<file path="src/refout_map.svh">
/*
  Register map, field positions, reset values and rate figures of the
  reference clock output selector. Assumes a 25 MHz pclk.
*/
`ifndef REFOUT_MAP_SVH
`define REFOUT_MAP_SVH

`define ADDR_W 12
`define SRC_CFG_ADDR 12'h240
`define CLK_CFG_ADDR 12'h244
`define STATUS_ADDR 12'h248

`define SRC_CFG_RESET 8'h41
`define CLK_CFG_RESET 8'h00
`define SRC_CFG_MASK 8'h7f
`define CLK_CFG_MASK 8'h3f

`define OE_BIT 6
`define TYPE_BIT 5
`define SEL_HI 4
`define SEL_LO 0
`define HOLD_BIT 5
`define BYPASS_BIT 4
`define FREE_BIT 3
`define RATE_HI 2
`define RATE_LO 0

`define ST_LOST_BIT 0
`define ST_EXT_BIT 1
`define ST_HIGH_BIT 2
`define ST_E1_BIT 3

`define RATE_SRC 3'h0
`define RATE_8K 3'h1
`define RATE_64K 3'h2
`define RATE_RSVD 3'h3
`define RATE_4M096 3'h4
`define RATE_8M192 3'h5
`define RATE_19M44 3'h6
`define RATE_32M768 3'h7

`define PCLK_HZ 25000000
`define HZ_8K 8000
`define HZ_64K 64000
`define HZ_4M096 4096000
`define HZ_8M192 8192000
`define HZ_19M44 19440000
`define HZ_32M768 32768000
`define HZ_T1 1544000
`define HZ_E1 2048000

`define NCO_W 32
`define NCO_INC(hz) (((64'(hz)) << 32) / 64'(`PCLK_HZ))

`endif

</file>
<file path="src/refout_pkg.sv">
/*
  Types of the reference clock output selector.
  Assumes refout_map.svh for all numeric figures.
*/
package refout_pkg;
  typedef enum logic [1:0] {
    MODE_SOURCE,
    MODE_SYNTH,
    MODE_HIGH
  } out_mode_t;
endpackage : refout_pkg

</file>
<file path="src/refout_nco.sv">
/*
  Phase accumulator standing in for the frequency synthesizer.
  Assumes a step per pclk cycle; output is the accumulator MSB.
*/
`timescale 1ns/1ps
module refout_nco #(
  parameter int ACC_W = 32
) (
  // Clock, reset, enable
  input wire logic pclk,
  input wire logic presetn,
  input wire logic ce,
  // Step and output
  input wire logic [ACC_W-1:0] step,
  output logic tick_clk
);
  logic [ACC_W-1:0] acc_r;
  logic [ACC_W-1:0] acc_nxt;

  if (ACC_W < 8)
    $error("refout_nco: ACC_W too small");

  always_comb
  begin
    acc_nxt = acc_r;
    if (ce)
      acc_nxt = acc_r + step;
  end

  always_ff @(posedge pclk or negedge presetn)
  begin
    if (!presetn)
      acc_r <= '0;
    else
      acc_r <= acc_nxt;
  end

  assign tick_clk = acc_r[ACC_W-1];
endmodule : refout_nco

</file>
<file path="src/refout_select.sv">
/*
  Reference clock output selector with APB register access.
  Assumes recovered clocks, loss flags and the external clock are
  levels synchronous to pclk; pclk also serves as master clock.
*/
// Operation
// Free-run bit matters only when the synthesizer is in the path
// Free-run 0: output locked to source at the programmed rate
// Free-run 1: free-running clock from master clock at programmed rate; rate 000 here holds the output high
// External source lost: high, or free-run clock when synthesized and free-run
// Channel lost, synthesized: high only with holdover 1 and free-run 0
// Channel lost, bypassed: holdover 0 gives T1 or E1 line rate, else high
// Rate select applies only while the synthesizer is enabled
// Locked rate 000 passes the source frequency itself
// Rate codes map to 8k, 64k, 4.096M, 8.192M, 19.44M, 32.768M
// Software never programs rate 011
// Output enable bit 6 tristates the pin at 0, resets to 1
// Input-type bit 5 marks the external clock T1 at 0, E1 at 1
// Source codes 0 to 16 pick the channel recovered clock, reset 1
// Source codes 17 and up pick the external input clock
`timescale 1ns/1ps
`include "refout_map.svh"
module refout_select #(
  parameter int NUM_CH = 17
) (
  // Clock, reset, enable
  input wire logic pclk,
  input wire logic presetn,
  input wire logic ce,
  // APB slave
  input wire logic psel,
  input wire logic penable,
  input wire logic pwrite,
  input wire logic [`ADDR_W-1:0] paddr,
  input wire logic [31:0] pwdata,
  output logic [31:0] prdata,
  output logic pready,
  output logic pslverr,
  // Clock sources
  input wire logic [NUM_CH-1:0] channel_recovered_clock,
  input wire logic [NUM_CH-1:0] channel_los,
  input wire logic external_input_clock,
  input wire logic external_los,
  input wire logic line_mode_e1,
  // Reference output pin
  output logic ref_clock_out_pin,
  output logic ref_clock_out_oe,
  // Current mode for observers
  output refout_pkg::out_mode_t out_mode
);
  import refout_pkg::*;

  if (NUM_CH < 1 || NUM_CH > 31)
    $error("refout_select: NUM_CH must leave room for the external code");

  logic [7:0] src_cfg_r;
  logic [7:0] src_cfg_nxt;
  logic [7:0] clk_cfg_r;
  logic [7:0] clk_cfg_nxt;
  logic [31:0] prdata_r;
  logic [31:0] prdata_nxt;
  logic pready_r;
  logic pready_nxt;
  logic pslverr_r;
  logic pslverr_nxt;
  logic out_r;
  logic out_nxt;
  logic oe_r;
  logic oe_nxt;
  out_mode_t mode_r;
  out_mode_t mode_nxt;
  out_mode_t mode_sel;
  logic [`NCO_W-1:0] step_sel;
  logic [4:0] sel;
  logic is_ext;
  logic sel_clk;
  logic lost;
  logic bypass;
  logic free_run;
  logic hold_high;
  logic src_e1;
  logic [2:0] rate;
  logic nco_clk;
  logic [7:0] status;

  // Codes past the last channel fall to the external pin
  function automatic logic pick(input logic [NUM_CH-1:0] vec, input logic [4:0] code,
                                input logic ext_val);
    if (code < 5'(NUM_CH))
      pick = vec[code];
    else
      pick = ext_val;
  endfunction : pick

  function automatic logic [`NCO_W-1:0] rate_step(input logic [2:0] code);
    case (code)
      `RATE_8K: rate_step = `NCO_W'(`NCO_INC(`HZ_8K));
      `RATE_64K: rate_step = `NCO_W'(`NCO_INC(`HZ_64K));
      `RATE_4M096: rate_step = `NCO_W'(`NCO_INC(`HZ_4M096));
      `RATE_8M192: rate_step = `NCO_W'(`NCO_INC(`HZ_8M192));
      `RATE_19M44: rate_step = `NCO_W'(`NCO_INC(`HZ_19M44));
      `RATE_32M768: rate_step = `NCO_W'(`NCO_INC(`HZ_32M768));
      default: rate_step = '0;
    endcase
  endfunction : rate_step

  assign sel = src_cfg_r[`SEL_HI:`SEL_LO];
  assign is_ext = (sel >= 5'(NUM_CH));
  assign sel_clk = pick(channel_recovered_clock, sel, external_input_clock);
  assign lost = pick(channel_los, sel, external_los);
  assign bypass = clk_cfg_r[`BYPASS_BIT];
  assign free_run = clk_cfg_r[`FREE_BIT];
  assign hold_high = clk_cfg_r[`HOLD_BIT];
  assign rate = clk_cfg_r[`RATE_HI:`RATE_LO];
  // External rate follows its type bit; channels follow the line mode
  assign src_e1 = is_ext ? src_cfg_r[`TYPE_BIT] : line_mode_e1;

  // Output path decision
  always_comb
  begin
    mode_sel = MODE_HIGH;
    step_sel = rate_step(rate);
    if (!lost)
    begin
      if (bypass)
        mode_sel = MODE_SOURCE;
      else if (free_run)
        mode_sel = (rate == `RATE_SRC) ? MODE_HIGH : MODE_SYNTH;
      else if (rate == `RATE_SRC)
        mode_sel = MODE_SOURCE;
      else
        mode_sel = MODE_SYNTH;
    end
    else if (is_ext)
      mode_sel = (!bypass && free_run) ? MODE_SYNTH : MODE_HIGH;
    else if (!bypass)
      mode_sel = (hold_high && !free_run) ? MODE_HIGH : MODE_SYNTH;
    else
    begin
      mode_sel = hold_high ? MODE_HIGH : MODE_SYNTH;
      step_sel = line_mode_e1 ? `NCO_W'(`NCO_INC(`HZ_E1)) : `NCO_W'(`NCO_INC(`HZ_T1));
    end
  end

  refout_nco #(
    .ACC_W(`NCO_W)
  ) u_nco (
    .pclk(pclk),
    .presetn(presetn),
    .ce(ce),
    .step(step_sel),
    .tick_clk(nco_clk)
  );

  always_comb
  begin
    mode_nxt = mode_r;
    out_nxt = out_r;
    oe_nxt = oe_r;
    if (ce)
    begin
      mode_nxt = mode_sel;
      oe_nxt = src_cfg_r[`OE_BIT];
      case (mode_sel)
        MODE_SOURCE: out_nxt = sel_clk;
        MODE_SYNTH: out_nxt = nco_clk;
        default: out_nxt = 1'b1;
      endcase
    end
  end

  always_ff @(posedge pclk or negedge presetn)
  begin
    if (!presetn)
    begin
      mode_r <= MODE_HIGH;
      out_r <= 1'b1;
      oe_r <= 1'b1;
    end
    else
    begin
      mode_r <= mode_nxt;
      out_r <= out_nxt;
      oe_r <= oe_nxt;
    end
  end

  always_comb
  begin
    status = '0;
    status[`ST_LOST_BIT] = lost;
    status[`ST_EXT_BIT] = is_ext;
    status[`ST_HIGH_BIT] = (mode_r == MODE_HIGH);
    status[`ST_E1_BIT] = src_e1;
  end

  // APB: zero-wait answer, registered one cycle after setup
  always_comb
  begin
    src_cfg_nxt = src_cfg_r;
    clk_cfg_nxt = clk_cfg_r;
    prdata_nxt = prdata_r;
    pready_nxt = 1'b0;
    pslverr_nxt = 1'b0;
    if (ce)
    begin
      if (psel && !penable)
      begin
        pready_nxt = 1'b1;
        if (paddr == `SRC_CFG_ADDR)
          prdata_nxt = {24'h0, src_cfg_r};
        else if (paddr == `CLK_CFG_ADDR)
          prdata_nxt = {24'h0, clk_cfg_r};
        else if (paddr == `STATUS_ADDR)
          prdata_nxt = {24'h0, status};
        else
        begin
          prdata_nxt = 32'h0;
          pslverr_nxt = 1'b1;
        end
      end
      if (psel && penable && pready_r && pwrite && !pslverr_r)
      begin
        if (paddr == `SRC_CFG_ADDR)
          src_cfg_nxt = pwdata[7:0] & `SRC_CFG_MASK;
        else if (paddr == `CLK_CFG_ADDR)
          clk_cfg_nxt = pwdata[7:0] & `CLK_CFG_MASK;
      end
    end
    else
    begin
      pready_nxt = pready_r;
      pslverr_nxt = pslverr_r;
    end
  end

  always_ff @(posedge pclk or negedge presetn)
  begin
    if (!presetn)
    begin
      src_cfg_r <= `SRC_CFG_RESET;
      clk_cfg_r <= `CLK_CFG_RESET;
      prdata_r <= 32'h0;
      pready_r <= 1'b0;
      pslverr_r <= 1'b0;
    end
    else
    begin
      src_cfg_r <= src_cfg_nxt;
      clk_cfg_r <= clk_cfg_nxt;
      prdata_r <= prdata_nxt;
      pready_r <= pready_nxt;
      pslverr_r <= pslverr_nxt;
    end
  end

  assign prdata = prdata_r;
  assign pready = pready_r;
  assign pslverr = pslverr_r;
  assign ref_clock_out_pin = out_r;
  assign ref_clock_out_oe = oe_r;
  assign out_mode = mode_r;
endmodule : refout_select

</file>
<file path="config.mk">
export PLATFORM = sky130hd
export DESIGN_NAME = refout_select
export DESIGN_NICKNAME = d
export VERILOG_FILES = /design/src/refout_pkg.sv /design/src/refout_nco.sv /design/src/refout_select.sv
export VERILOG_INCLUDE_DIRS = /design/src
export SDC_FILE = /design/constraint.sdc
export NUM_CORES = 1
export LEC_CHECK = 0
export BUFFER_PORTS_ARGS = -buffer_cell sky130_fd_sc_hd__buf_2
export CAP_MARGIN = 20
export CORE_ASPECT_RATIO = 2
export CORE_MARGIN = 2
export CORE_UTILIZATION = 59
export DETAILED_ROUTE_END_ITERATION = 10
export GPL_ROUTABILITY_DRIVEN = 0
export HOLD_SLACK_MARGIN = 0.03
export MAX_ROUTING_LAYER = met4
export PLACE_DENSITY = 0.87
export SLEW_MARGIN = 20
export SYNTH_ARGS = -nofsm -noshare
export SYNTH_HDL_FRONTEND = slang
export SYNTH_SLANG_ARGS = --single-unit
</file>
<file path="constraint.sdc">
create_clock -name pclk -period 11.1 [get_ports pclk]
set_clock_uncertainty 0.2 [all_clocks]
set_input_delay 0 -clock pclk [delete_from_list [all_inputs] [get_ports pclk]]
set_output_delay 0 -clock pclk [all_outputs]
set_load 0.005 [all_outputs]
</file>
Word-level counts from Yosys, hierarchy flattened
Index checks and enable logic that the tools add are counted.

Flip-flop bits (word level): 83. Memories kept: 0. Memory bits (read-only): 0. Latch bits: 0. Input port bits: 87. Bits in writable memories: 0. Word-level logic and storage cells: 72.

Eq/ne operators: 11. $lt $le $gt $ge: 3. Bitwise gates (word level): 1. Div/mod/pow operators: 0. Add/sub/neg operators: 1. Multipliers: 0. Reduce and logical (&&, ||, !) cells: 16. Shifts and indexed selects: 0. Muxes and demuxes: 31.

Operators by type and width (number): $pmux W32 S6 (1); $mux W32 (3); $eq A12 B10 Y1 const B (3); $add A32 B32 Y32 (1); $mux W29 (1); $mux W2 (9); $eq A3 B3 Y1 const B (4); $mux W1 (11); $bmux W1 S5 (2); $logic_and A1 B1 Y1 (7); $mux W7 (1); $lt A5 B6 Y1 const B (1); $mux W6 (1); $ge A5 B5 Y1 const B (1); $lt A5 B5 Y1 const B (1); $logic_not A1 Y1 (4); $mux W4 (1); $reduce_and A4 Y1 (1); $eq A3 B1 Y1 const B (1); $eq A3 B2 Y1 const B (1); $logic_not A3 Y1 (1); $reduce_and A3 Y1 (1); $eq A2 B1 Y1 const B (1); $eq A2 B2 Y1 const B (1); 4 further kinds (4).

Logic depth before layout (Yosys ltp)
Word-level depth: 8. Depth in mapped cells: 18. Gate-level depth less buffers: 17.

Cells and area by module
Synthesis repeated with hierarchy kept, for this count alone.

Cells, all modules: 550. Area, all modules: 5104.9 µm².

By module, submodules not included: refout_nco (times used 1, sequential area each 800.8 µm², area an instance 2820.2 µm², cells each 305); refout_select (times used 1, sequential area each 656.9 µm², area an instance 2284.7 µm², cells each 245).

Worst setup path after synthesis
OpenSTA, ideal clock, no wires.

Kind: register to register. From: register src_cfg_r[0]. To: register u_nco.acc_r[30]. Arrival time: 4.124 ns. Data required time: 10.776 ns. Clock period less this slack: 4.448 ns. Slack: 6.652 ns. Cell stages (with the launch flop): 18. Cells stage by stage: dfstp_2 -> buf_4 -> mux4_2 -> mux2_2 -> a22oi_4 -> a21bo_1 -> or2_2 -> clkbuf_1 -> nand2_1 -> ha_1 -> nor2b_1 -> o31a_1 -> o31a_1 -> nand3_1 -> a31oi_1 -> or2_1 -> a211o_1 -> a211o_1.

Longest elaborated chain between the ends: 5. Elaborated cells between the ends (all ways): 8.

RTL lines: from (decl) (line refout_select.sv:56) `logic [7:0] src_cfg_r;`; from (signal assigned) (line refout_select.sv:241) `` src_cfg_r <= `SRC_CFG_RESET; ``; from (signal assigned) (line refout_select.sv:249) `src_cfg_r <= src_cfg_nxt;`; $bmux W1 S5 (line refout_select.sv:90) `pick = vec[code];`; $mux W1 (implied by the code) (line refout_select.sv:90); $mux W1 (line refout_select.sv:89) `if (code < 5'(NUM_CH))`; $mux W32 * (line refout_select.sv:123) `if (!lost)`; $add A32 B32 Y32 * (line refout_nco.sv:27) `acc_nxt = acc_r + step;`; to (signal assigned) (line refout_nco.sv:35) `acc_r <= acc_nxt;`; to (decl) (line refout_nco.sv:17) `logic [ACC_W-1:0] acc_r;`.

Mark *: on every way between the ends. The rest lies on a longest branch, timed or not. The select of a mux whose other input is x is not followed. A chain may end at the register's enable or synchronous reset.

Final worst setup path
From: register src_cfg_r[0]. To: register u_nco.acc_r[25].

Same word-level chain as after synthesis.

==> metrics <==
Initial DRC Count=313; IO buf count=74; synth warn=0; Worst Setup End Kind=register; P&R area growth vs syn=16.62%; DR vias=4768; GR Util met3=5.574%; Peak supply drop=0.09740 mV; # DRC=0; First-pass DRT Iterations=5; clk_lat worst skew=0.35 ns; endpoints failing setup=0; Final Max Tran Viols=0; share of the synthesized area in the top cell type=26.97%; antenna diode count=0; Max Clock Freq=166.5 MHz; Post-synth EDFFs=0; share of post-route cells with drive strength above 1=24.52%; Seq/Total Area, Yosys=29.64%; Synth Cell Area=0.004917 mm2; WL final=14730 um; leakage power=2.834 nW; Async S/R FF share, synth=100.0%; crit-path cells=mux4_2 -> mux2_2 -> a22oi_4 -> a21bo_1 -> inv_1 -> a21oi_1 -> o21ai_0 -> ha_1 -> and3_1 -> and2_1 -> o211ai_1 -> a311oi_1 -> o311ai_0 -> a21boi_0 -> o21a_1 -> o31ai_1; Mapped Avg Cell Area=9.208 um2; Power Density=114.2 mW/mm2; die area=0.009125 mm2; gr busiest metal=met2; Routed WL per cell=20.39 um; Initial Util=60.16%; final net count=742; period utilisation layout=54.11%; Worst EP required=11.08 ns; CTS Root Buffer Type=clkbuf_16; CP bufs+invs=1; R2R Path Start=src_cfg_r[0]; # resized after CTS=0; Worst EP arrival=5.99 ns; Cell variety after synth=67; Tmin final=6.006 ns; GRT Overall Usage=34.76%; CTS sink count=58; crit path from=src_cfg_r[0]; TritonCTS Buffers=9; Crit path max-delay family=compound AO/OA/AOI/OAI gates; max-cap viol count=0; row cnt=47; ANT nets after route=0; CTS clk-pin slew, worst paths=0.06 ns; Synth area leader=dfrtp_1; met2 usage=61.97%; cells after synthesis=534; Die X=68.56 um; H-tree depth=3; gr ovfl total=0; outcome=finished, final reports clean; top post-synthesis cells by area=dfrtp_1 (27%), ha_1 (8.9%), mux2_2 (8.2%), mux4_2 (4.1%), buf_4 (4.0%); CP Max Fanout=13; WS Path Type=register to register; Top FF cell, synth=dfrtp_1; routed vias/inst=6.604; CTS tree=built; largest net degree at the start of global routing=59; critical path's largest stage delay=0.71 ns; core box area=0.008174 mm2; initial antenna violation count=0; Hold WC Path Type=input pin to register; clk buf depth=2; I/O pins=125; slew at the pin with the worst max-slew slack=1.024 ns; Hold Startpoint=ce; RSZ-0062 raised after global routing=no; Seq cells post-synth=58; first-pass GRT wire length=23140 um; Hold Violations, Final=0; Worst path slowest cell=dfstp_2; Die Y=133.1 um; hpwl dp=9595 um; CP startpoint kind=register; max_slew headroom=31.64%; M1 GR Usage=33.18%; number of global-route vias before repair=4890; final core utilization=70.15%; Sum Neg Setup Slack=0 ns
worst register-to-register path: stages (launching register included):
cell      delay [ns]
dfstp_2         0.71
mux4_2          0.55
mux2_2          0.30
a22oi_4         0.23
a21bo_1         0.38
inv_1           0.22
a21oi_1         0.47
o21ai_0         0.32
ha_1            0.45
and3_1          0.26
and2_1          0.21
o211ai_1        0.17
a311oi_1        0.60
o311ai_0        0.24
a21boi_0        0.29
o21a_1          0.16
o31ai_1         0.07
what timing repair did:
action                                 CTS  global route
hold buffers                            20             0
setup buffers                            0             0
endpoints found under the hold margin   76             0
Yosys cell counts, drive strengths merged (6+ instances only):
library cell  count
xnor2            11
nor2             42
nor3b             7
nand2b            7
mux4              9
a21o             18
dfrtp            53
inv              19
buf              29
o21a              8
o31ai             6
o21ai            33
xor2              8
mux2i             7
a211oi            6
mux2             36
nand2            37
a21oi            36
nor3             10
nand3             8
clkbuf           16
ha               35
or2               6
cell families after synthesis:
group                      share of synthesized area (%)
AOI/OAI and AO/OA                                  21.15
xor gates and xnor gates                           3.384
adders and majority gates                          9.313
buffers and inverters                              7.074
DFF                                                29.64
muxes                                              13.79
other                                            0.07626
and+or+nand+nor                                    15.57
cell type report:
class                   count  area, um2
clock buffers               9      225.2
clock inverters             7      77.57
fillers                   570       2440
inverters                  19      71.32
multi-input cells         436       3202
flip-flops and latches     58       1458
well taps                  98      122.6
repair buffers             95      578.1
state kept, by name (all words and copies together), names as in the netlist:
name and cells:
out_mode 2, prdata 7, u_nco.acc_r 32, clk_cfg_r 6, ref_clock_out_pin 1, pready 1
ref_clock_out_oe 1, src_cfg_r 7, pslverr 1
per-stage QoR:
stage                     hold slack, ns  std cells  worst slack (ns)  power [mW]  cell area [um2]
final                            0.06168        722             5.094      0.6547             5734
after global routing              0.1296        722             4.954      0.6722             5734
after CTS                        0.06209        722             5.360      0.6475             5734
after detailed placement         0.01497        686             5.406      0.3570             5231
after global placement         -0.005911        686             5.598      0.3505             5231
after floorplan                  -0.4956        558             6.652      0.3291             5007
layout by cell type (no fill, tap or decap), types with 6 or more instances in the layout:
master	instances
buf_2	74
dfrtp_1	53
nor2_1	42
nand2_1	37
mux2_2	36
a21oi_1	36
ha_1	35
o21ai_0	32
conb_1	25
dlygate4sd3_1	20
inv_1	18
a21o_1	18
xnor2_1	11
nor3_1	10
mux4_2	9
clkbuf_16	9
nand3_1	8
o21a_1	8
xor2_1	8
nand2b_1	7
mux2i_1	7
nor3b_1	7
a211oi_1	6
o31ai_1	6
worst paths after layout:
path                            depth (start not counted)  slack (ns)                end
worst max-delay path                                   16        5.09    u_nco.acc_r[25]
worst min-delay path                                    3        0.06  ref_clock_out_pin
worst max register to register                         16        5.09    u_nco.acc_r[25]
worst min register to register                          1        0.28    u_nco.acc_r[31]
max in group asynchronous                               3       10.02          prdata[4]
min in group asynchronous                               3        0.18       src_cfg_r[2]
power by group:
group	internal (mW)	total [mW]	switching, mW
clock network	0.175	0.290	0.115
logic	0.0573	0.118	0.0602
registers	0.233	0.247	0.0140
routing by layer:
metal / up-vias / part of all wire [%]
met5: - / 0
met4: 0 / 5.9
met3: 76 / 6.6
met2: 310 / 55
met1: 2276 / 33
li1: 2106 / -
No activity file was read; power rests on OpenSTA's default activity.
